[src/inc/scp_map.vh]
/*
  Register map of the core system control and protection bank.
  Offsets are byte addresses on the AXI4-Lite slave; included by design files.
*/
`ifndef SCP_MAP_VH
`define SCP_MAP_VH

// Register byte offsets (low 16 bits of address)
`define SCP_OFF_CFG 16'hED14
`define SCP_OFF_SVC_PRI 16'hED1C
`define SCP_OFF_TICK_PRI 16'hED20
`define SCP_OFF_PEND 16'hED24
`define SCP_OFF_PU_INFO 16'hED90
`define SCP_OFF_PU_CTRL 16'hED94

// Configuration register fields
`define SCP_CFG_STKALN_BIT 9
`define SCP_CFG_TRAP_BIT 3

// Priority field positions
`define SCP_SVC_PRI_HI 31
`define SCP_SVC_PRI_LO 30
`define SCP_TICK_PRI_HI 31
`define SCP_TICK_PRI_LO 30
`define SCP_PEND_PRI_HI 23
`define SCP_PEND_PRI_LO 22

// Handler state register
`define SCP_SVC_PEND_BIT 15

// Protection unit info fields
`define SCP_INFO_IREG_HI 23
`define SCP_INFO_IREG_LO 16
`define SCP_INFO_DREG_HI 15
`define SCP_INFO_DREG_LO 8
`define SCP_INFO_SEP_BIT 0
`define SCP_REGION_COUNT 8'h08
`define SCP_INSTR_REGION_COUNT 8'h00

// Protection unit control fields
`define SCP_CTRL_EN_BIT 0
`define SCP_CTRL_HF_BIT 1
`define SCP_CTRL_BG_BIT 2

// Reset values
`define SCP_RST_PRI 2'h0
`define SCP_RST_CTRL 3'h0

// Status word bit recording stack adjustment
`define SCP_PSW_ALIGN_BIT 9

// AXI responses
`define SCP_RESP_OKAY 2'h0
`define SCP_RESP_SLVERR 2'h2

`endif

[src/rtl/scp_field.v]
/*
  Small writable register field with reset value.
  Assumes a single clock and an asynchronous active-low reset.
*/
`timescale 1ns/10ps

module scp_field #(
  parameter WIDTH = 2,
  parameter [WIDTH-1:0] RESET_VALUE = {WIDTH{1'b0}}
) (
  input wire clk_sys,
  input wire reset_n,
  input wire wr_en,
  input wire [WIDTH-1:0] wr_data,
  output reg [WIDTH-1:0] value
);

  // Load on write strobe
  always @(posedge clk_sys or negedge reset_n) begin
    if (!reset_n) begin
      value <= RESET_VALUE;
    end else if (wr_en) begin
      value <= wr_data;
    end
  end

endmodule // scp_field

[src/rtl/scp_prot_check.v]
/*
  Access permission decision of the protection unit from control bits.
  Assumes region match and fault-handler context come from the core.
*/
`timescale 1ns/10ps

module scp_prot_check (
  input wire unit_en,
  input wire background_en,
  input wire fault_protect_en,
  input wire acc_valid,
  input wire acc_privileged,
  input wire acc_misaligned,
  input wire region_hit,
  input wire region_permit,
  input wire in_fault_handler,
  output reg acc_fault,
  output reg acc_default_map
);

  // Decide fault and map selection
  always @* begin
    acc_fault = 1'b0;
    acc_default_map = 1'b0;
    if (!acc_valid) begin
      acc_fault = 1'b0;
    end else if (acc_misaligned) begin
      acc_fault = 1'b1;
    end else if (!unit_en) begin
      acc_default_map = 1'b1;
    end else if (in_fault_handler && !fault_protect_en) begin
      acc_default_map = 1'b1;
    end else if (region_hit) begin
      acc_fault = !region_permit;
    end else if (background_en && acc_privileged) begin
      acc_default_map = 1'b1;
    end else begin
      acc_fault = 1'b1;
    end
  end

endmodule // scp_prot_check

[src/rtl/scp_regs.v]
/*
  System control and protection register bank with AXI4-Lite slave,
  stack alignment bookkeeping and protection decision.
  Assumes one 20 MHz clock clk_sys, asynchronous active-low reset_n,
  and core-side signals synchronous to clk_sys.
*/
// The AXI4-Lite slave port is this design's own decision.
`timescale 1ns/10ps
`include "scp_map.vh"

module scp_regs (
  input wire clk_sys,
  input wire reset_n,
  // AXI4-Lite write address
  input wire [31:0] s_axi_awaddr,
  input wire s_axi_awvalid,
  output wire s_axi_awready,
  // AXI4-Lite write data
  input wire [31:0] s_axi_wdata,
  input wire [3:0] s_axi_wstrb,
  input wire s_axi_wvalid,
  output wire s_axi_wready,
  // AXI4-Lite write response
  output reg [1:0] s_axi_bresp,
  output reg s_axi_bvalid,
  input wire s_axi_bready,
  // AXI4-Lite read address
  input wire [31:0] s_axi_araddr,
  input wire s_axi_arvalid,
  output wire s_axi_arready,
  // AXI4-Lite read data
  output reg [31:0] s_axi_rdata,
  output reg [1:0] s_axi_rresp,
  output reg s_axi_rvalid,
  input wire s_axi_rready,
  // Core exception events
  input wire svc_raise,
  input wire svc_taken,
  input wire exc_entry,
  input wire exc_return,
  input wire [31:0] sp_current,
  input wire [31:0] stacked_psw,
  output reg [31:0] sp_entry,
  output reg [31:0] psw_to_stack,
  output reg [31:0] sp_restored,
  // Core data access check
  input wire acc_valid,
  input wire acc_privileged,
  input wire [1:0] acc_size,
  input wire [1:0] acc_addr_low,
  input wire region_hit,
  input wire region_permit,
  input wire in_fault_handler,
  output wire acc_fault,
  output wire acc_default_map,
  // Field values to the exception logic
  output wire [1:0] supervisor_call_prio_field,
  output wire [1:0] tick_handler_prio_field,
  output wire [1:0] pended_service_prio_field,
  output wire supervisor_call_pending,
  output wire protection_unit_en
);

  // Write channel holding registers
  reg aw_held; // Write address captured
  reg [15:0] aw_addr; // Captured write address
  reg w_held; // Write data captured
  reg [31:0] w_data; // Captured write data
  reg [3:0] w_strb; // Captured byte strobes
  wire wr_go; // Both halves present, response free
  wire [31:0] wr_word; // Write data as seen by registers

  // Decoded write strobes
  wire wr_svc_pri;
  wire wr_tick_pri;
  wire wr_pend;
  wire wr_ctrl;
  wire wr_known;

  // Register state
  reg pend_state; // Supervisor call pending flag
  reg [2:0] unit_ctrl; // Protection control bits
  reg [31:0] next_rdata; // Read mux output
  reg next_rok; // Read address mapped

  // Access alignment
  wire misaligned;

  // Accept each write half while not already held
  assign s_axi_awready = !aw_held;
  assign s_axi_wready = !w_held;
  assign wr_go = aw_held && w_held && !s_axi_bvalid;
  // Only the top byte lanes matter for priority; full captured word used whatever the strobes
  assign wr_word = w_data;

  // Capture write address and data independently
  always @(posedge clk_sys or negedge reset_n) begin
    if (!reset_n) begin
      aw_held <= 1'b0;
      aw_addr <= 16'h0000;
      w_held <= 1'b0;
      w_data <= 32'h00000000;
      w_strb <= 4'h0;
    end else begin
      if (s_axi_awvalid && !aw_held) begin
        aw_held <= 1'b1;
        aw_addr <= s_axi_awaddr[15:0];
      end else if (wr_go) begin
        aw_held <= 1'b0;
      end
      if (s_axi_wvalid && !w_held) begin
        w_held <= 1'b1;
        w_data <= s_axi_wdata;
        w_strb <= s_axi_wstrb;
      end else if (wr_go) begin
        w_held <= 1'b0;
      end
    end
  end

  // Address decode for writes, byte lanes gate each field
  assign wr_svc_pri = wr_go && (aw_addr == `SCP_OFF_SVC_PRI) && w_strb[3];
  assign wr_tick_pri = wr_go && (aw_addr == `SCP_OFF_TICK_PRI) && w_strb[3];
  assign wr_pend = wr_go && (aw_addr == `SCP_OFF_PEND) && w_strb[1];
  assign wr_ctrl = wr_go && (aw_addr == `SCP_OFF_PU_CTRL) && w_strb[0];
  // Read-only registers accepted with OKAY and no change
  assign wr_known = (aw_addr == `SCP_OFF_CFG) || (aw_addr == `SCP_OFF_SVC_PRI) ||
    (aw_addr == `SCP_OFF_TICK_PRI) || (aw_addr == `SCP_OFF_PEND) ||
    (aw_addr == `SCP_OFF_PU_INFO) || (aw_addr == `SCP_OFF_PU_CTRL);

  // Write response
  always @(posedge clk_sys or negedge reset_n) begin
    if (!reset_n) begin
      s_axi_bvalid <= 1'b0;
      s_axi_bresp <= `SCP_RESP_OKAY;
    end else if (wr_go) begin
      s_axi_bvalid <= 1'b1;
      s_axi_bresp <= wr_known ? `SCP_RESP_OKAY : `SCP_RESP_SLVERR;
    end else if (s_axi_bready) begin
      s_axi_bvalid <= 1'b0;
    end
  end

  // Supervisor call priority field
  scp_field #(.WIDTH(2), .RESET_VALUE(`SCP_RST_PRI)) u_svc_pri (
    .clk_sys(clk_sys),
    .reset_n(reset_n),
    .wr_en(wr_svc_pri),
    .wr_data(wr_word[`SCP_SVC_PRI_HI:`SCP_SVC_PRI_LO]),
    .value(supervisor_call_prio_field)
  );

  // Tick handler priority field
  scp_field #(.WIDTH(2), .RESET_VALUE(`SCP_RST_PRI)) u_tick_pri (
    .clk_sys(clk_sys),
    .reset_n(reset_n),
    .wr_en(wr_tick_pri),
    .wr_data(wr_word[`SCP_TICK_PRI_HI:`SCP_TICK_PRI_LO]),
    .value(tick_handler_prio_field)
  );

  // Pended service priority field, upper byte lane 2
  scp_field #(.WIDTH(2), .RESET_VALUE(`SCP_RST_PRI)) u_pend_pri (
    .clk_sys(clk_sys),
    .reset_n(reset_n),
    .wr_en(wr_go && (aw_addr == `SCP_OFF_TICK_PRI) && w_strb[2]),
    .wr_data(wr_word[`SCP_PEND_PRI_HI:`SCP_PEND_PRI_LO]),
    .value(pended_service_prio_field)
  );

  // Supervisor call pending: raise wins over software clear and over take
  always @(posedge clk_sys or negedge reset_n) begin
    if (!reset_n) begin
      pend_state <= 1'b0;
    end else if (svc_raise) begin
      pend_state <= 1'b1;
    end else if (wr_pend) begin
      pend_state <= wr_word[`SCP_SVC_PEND_BIT];
    end else if (svc_taken) begin
      pend_state <= 1'b0;
    end
  end
  assign supervisor_call_pending = pend_state;

  // Protection unit control bits
  always @(posedge clk_sys or negedge reset_n) begin
    if (!reset_n) begin
      unit_ctrl <= `SCP_RST_CTRL;
    end else if (wr_ctrl) begin
      unit_ctrl <= wr_word[2:0];
    end
  end
  assign protection_unit_en = unit_ctrl[`SCP_CTRL_EN_BIT];

  // Read data mux, reserved bits zero
  always @* begin
    next_rdata = 32'h00000000;
    next_rok = 1'b1;
    case (s_axi_araddr[15:0])
      `SCP_OFF_CFG: begin
        next_rdata[`SCP_CFG_STKALN_BIT] = 1'b1;
        next_rdata[`SCP_CFG_TRAP_BIT] = 1'b1;
      end
      `SCP_OFF_SVC_PRI: begin
        next_rdata[`SCP_SVC_PRI_HI:`SCP_SVC_PRI_LO] = supervisor_call_prio_field;
      end
      `SCP_OFF_TICK_PRI: begin
        next_rdata[`SCP_TICK_PRI_HI:`SCP_TICK_PRI_LO] = tick_handler_prio_field;
        next_rdata[`SCP_PEND_PRI_HI:`SCP_PEND_PRI_LO] = pended_service_prio_field;
      end
      `SCP_OFF_PEND: begin
        next_rdata[`SCP_SVC_PEND_BIT] = pend_state;
      end
      `SCP_OFF_PU_INFO: begin
        next_rdata[`SCP_INFO_IREG_HI:`SCP_INFO_IREG_LO] = `SCP_INSTR_REGION_COUNT;
        next_rdata[`SCP_INFO_DREG_HI:`SCP_INFO_DREG_LO] = `SCP_REGION_COUNT;
        next_rdata[`SCP_INFO_SEP_BIT] = 1'b0;
      end
      `SCP_OFF_PU_CTRL: begin
        next_rdata[2:0] = unit_ctrl;
      end
      default: begin
        next_rok = 1'b0; // Unmapped address
      end
    endcase
  end

  // Read channel: one outstanding read
  assign s_axi_arready = !s_axi_rvalid;
  always @(posedge clk_sys or negedge reset_n) begin
    if (!reset_n) begin
      s_axi_rvalid <= 1'b0;
      s_axi_rdata <= 32'h00000000;
      s_axi_rresp <= `SCP_RESP_OKAY;
    end else if (s_axi_arvalid && !s_axi_rvalid) begin
      s_axi_rvalid <= 1'b1;
      s_axi_rdata <= next_rdata;
      s_axi_rresp <= next_rok ? `SCP_RESP_OKAY : `SCP_RESP_SLVERR;
    end else if (s_axi_rready) begin
      s_axi_rvalid <= 1'b0;
    end
  end

  // Stack alignment on exception entry and return
  always @(posedge clk_sys or negedge reset_n) begin
    if (!reset_n) begin
      sp_entry <= 32'h00000000;
      psw_to_stack <= 32'h00000000;
      sp_restored <= 32'h00000000;
    end else begin
      if (exc_entry) begin
        // Round down to 8 bytes, remember the adjustment
        sp_entry <= {sp_current[31:3], 3'h0};
        psw_to_stack <= stacked_psw;
        psw_to_stack[`SCP_PSW_ALIGN_BIT] <= sp_current[2];
      end
      if (exc_return) begin
        // Put back the word removed on entry
        sp_restored <= {sp_current[31:3],
          stacked_psw[`SCP_PSW_ALIGN_BIT], sp_current[1:0]};
      end
    end
  end

  // Misaligned when address low bits do not fit access size
  assign misaligned = ((acc_size == 2'h1) && acc_addr_low[0]) ||
    ((acc_size == 2'h2) && (acc_addr_low != 2'h0));

  // Protection decision
  scp_prot_check u_check (
    .unit_en(unit_ctrl[`SCP_CTRL_EN_BIT]),
    .background_en(unit_ctrl[`SCP_CTRL_BG_BIT]),
    .fault_protect_en(unit_ctrl[`SCP_CTRL_HF_BIT]),
    .acc_valid(acc_valid),
    .acc_privileged(acc_privileged),
    .acc_misaligned(misaligned),
    .region_hit(region_hit),
    .region_permit(region_permit),
    .in_fault_handler(in_fault_handler),
    .acc_fault(acc_fault),
    .acc_default_map(acc_default_map)
  );

endmodule // scp_regs

[config.mk]
export PLATFORM = sky130hd
export DESIGN_NAME = scp_regs
export DESIGN_NICKNAME = d
export VERILOG_FILES = /design/src/rtl/scp_field.v /design/src/rtl/scp_prot_check.v /design/src/rtl/scp_regs.v
export VERILOG_INCLUDE_DIRS = /design/src /design/src/inc
export SDC_FILE = /design/constraint.sdc
export NUM_CORES = 1
export LEC_CHECK = 0
export ABC_CLOCK_PERIOD_IN_PS = 2200
export BUFFER_PORTS_ARGS = -buffer_cell sky130_fd_sc_hd__buf_2
export CAP_MARGIN = 20
export CORE_ASPECT_RATIO = 2
export CORE_MARGIN = 1.5
export CORE_UTILIZATION = 30
export CTS_CLUSTER_SIZE = 12
export DETAILED_ROUTE_END_ITERATION = 7
export SLEW_MARGIN = 40
export SYNTH_ARGS = -nofsm -noshare
export SYNTH_HDL_FRONTEND = slang
export SYNTH_SLANG_ARGS = --single-unit
[constraint.sdc]
create_clock -name clk_sys -period 2.2 [get_ports clk_sys]
set_clock_uncertainty 0.1 [all_clocks]
set_input_delay 0.44 -clock clk_sys [delete_from_list [all_inputs] [get_ports clk_sys]]
set_output_delay 0.44 -clock clk_sys [all_outputs]
set_load 0.005 [all_outputs]
==> impl_metrics.toml <==
[hold_path]
min_path_cells = 2
hold_class = "input port to flip-flop"
hp-start = "s_axi_bready"
whs_endpoint = "s_axi_bvalid"

[logic_synthesis]
ys.flop_type = "dfrtp_1"
synth_edf_count = 0
synth_cell_types = 43
yosysMostFrequentCell = "dfrtp_1"
synth_cells = 410
avgSynthCellArea_um2 = 14.68
syn-cell-area_um2 = 6021
yosysTopAreaCellShare_pct = 61.10
synth_area_leaders = "dfrtp_1 61%, mux2_2 24%, buf_4 3.4%, a22o_1 1.0%, nand4b_1 0.87%"
synth_top_area_cell = "dfrtp_1"
synth_common_cells = "147 x dfrtp_1, 129 x mux2_2, 27 x buf_4, 12 x clkbuf_1, 9 x nand2_1"
postSynth.asyncResetShare_pct = 100.0
ys_seq_elements = 147
synth-seq-area-share_pct = 61.10
ys.warnings.count = 0

[sta]
final_hold_viol_count = 0
setup_violations = 0
setup_slack_ns = 0.2355
rsz0062_at_grt = "false"
slew_headroom_pct = 64.48
max_freq_ghz = 0.5090
fin_setup_tns_ns = 0
fin_crit_sh_pct = 89.30
tightest_slew_ns = 0.5287
hold_ws_ns = 0.08367
drv_slew = 0
fin_crit_ns = 1.965

[clock_network]
cts_num_sinks = 147
clk_pin_slew_ns = 0.06
clockBufferDepth = 2
numCtsBuffers = 17
htreeDepth = 4
cts_post_setup_buffers_inserted = 0
insertion_delay_ns = 0.43
cts_tree = "yes"
cts_root_buffer = "clkbuf_16"

[routing]
wl_per_cell_um = 15.56
ant_nets = 0
num_vias = 4164
wirelength_um = 14710
via_per_inst = 4.406
drt_iter0_markers = 99
dr.pass1.iters = 4
drc = 0

[global_routing]
grt_usage_pct = 14.55
use_met1_pct = 13.66
grt_pass1_wl_um = 22140
grt_pass1_vias = 4238
grt.busiest_layer = "met2"
grt_max_degree = 69
use_met2_pct = 26.55
grt_overflow = 0
antenna_found_initial = 1
met3_usage_pct = 4.284

[final_layout]
nNetsFinal = 854
final_cell_area_um2 = 8157
drive_gt1_share_pct = 62.17
fin_cells = 945
area_growth_pct = 35.47

[placement]
dp_hpwl_um = 11340
place.gp.congestion = 0.7595
placed_area_um2 = 7551
port-buffer-count = 248
dpl.cell_count = 912
place_worst_setup_slack_ns = 0.1913

[floorplan]
num_rows = 73
die_w_um = 103.2
fp.coreArea_um2 = 19820
ios = 331
die-area_um2 = 20980
die_y_um = 203.3
start_util_pct = 30.38

[critical_path]
cp.arrival_ns = 1.42
start_kind = "flip-flop"
critPathMaxStageDelay_ns = 0.40
critical_path.reg2reg.endpoint = "u_pend_pri.value[0]"
required_ns = 1.66
reg2reg_slack_ns = 0.24
reg2reg_from = "aw_addr[9]"
end_kind = "output pin"
worstPathCellList = "o221ai_1 > a21oi_1 > o21a_1 > buf_2"
reg2regPathDepth = 4
slowest_stage = "dfrtp_1"
worstPathMaxFanout = 3
path_class = "flip-flop to output pin"

[outcome]
status = "complete, no violations"

[pwr]
vdd_ir_drop_max_v = 0.0005275
leakage_uw = 0.003925
p_per_area_nw_per_um2 = 935.5

[job]
cap_viol_max_count = 0
==> logic make-up (layout without fill, tap and decap cells) <==
group,count (synthesis),after routing,share of synthesized area (%)
multiplexers,130,130,24.29
AND/OR/NAND/NOR,55,55,6.421
other,1,27,0.06228
AO/OA/AOI/OAI,27,27,3.304
buffers and inverters,50,297,4.821
flip-flops,147,147,61.10
==> where the power goes <==
group	total, µW	switching [µW]	leakage (µW)	internal, µW
sequential	3450	278	0.00176	3170
combinational	1290	536	0.00189	756
clock	2890	1120	0.000283	1760
total	7630	1940	0.00392	5690
==> placed cells by master (no fill, tap or decap), drive strengths merged, types with 2 or more instances in the layout <==
cell type and n:
nand2 9, dfrtp 147, nand2b 5, bufinv 2, mux2 129, or2 2
nand3b 2, or4b 2, clkinv 2, a32oi 2, o31ai 2, o21ai 6
nor4b 2, a22o 7, nand4 3, nor2 7, clkbuf 21, a21oi 3
nand4b 6, conb 26, o21a 3, nor3 5, nor2b 3, clkinvlp 3
buf 258, nor4 3, inv 10
==> sequential cells by signal, summed over array words and instances (netlist names) <==
signal / flops
aw_addr: 16
aw_held: 1
psw_to_stack: 32
s_axi_bresp: 1
s_axi_bvalid: 1
s_axi_rdata: 10
s_axi_rresp: 1
s_axi_rvalid: 1
sp_entry: 29
sp_restored: 32
supervisor_call_pending: 1
u_pend_pri.value: 2
u_svc_pri.value: 2
u_tick_pri.value: 2
unit_ctrl: 3
w_data: 8
w_held: 1
w_strb: 4
==> cell type report <==
cell class	count	area (µm²)
timing repair buffer	259	1383
inverter	7	26.28
antenna	1	2.502
tap	262	327.8
clock inverter	10	122.6
sequential	147	3679
multi-input combinational	238	2146
clock buffer	21	470.5
fill	1953	11660
==> through the flow <==
| step | total power [µW] | util (%) |
|---|---|---|
| global route | 8047 | 41.15 |
| floorplan | 4221 | - |
| global placement | 4785 | 38.10 |
| finish | 7630 | 41.15 |
| detailed placement | 4830 | 38.10 |
| CTS | 7775 | 41.14 |
==> worst max-delay path: cells and delay by family, from the launching register on <==
| kind | cells | cell delay, ns |
|---|---|---|
| compound gates | 3 | 0.48 |
| buf+inv | 1 | 0.12 |
| flops | 1 | 0.40 |
==> layer usage <==
metal / vias up / part of all wire (%)
met5: - / 0
met4: 0 / 3.7
met3: 25 / 6.2
met2: 177 / 56
met1: 2027 / 34
li1: 1935 / -
==> worst max-delay path by stage <==
stage                          startpoint                  end  cells after the start
after CTS                      aw_addr[9]  u_pend_pri.value[0]                      4
after global routing         unit_ctrl[2]            acc_fault                      5
final                        unit_ctrl[1]            acc_fault                      4
after global placement         aw_addr[9]  u_pend_pri.value[0]                      4
after floorplan           s_axi_araddr[1]      s_axi_rdata[11]                      4
after detailed placement       aw_addr[9]  u_pend_pri.value[1]                      4
==> what timing repair did <==
item | 4_1_cts | 5_1_grt
gates resized for setup | 0 | 0
hold buffers | 1 | 0
endpoints found under the hold margin | 22 | 0
setup endpoints to repair | 0 | 0
Power figures use the tool's default switching activity.
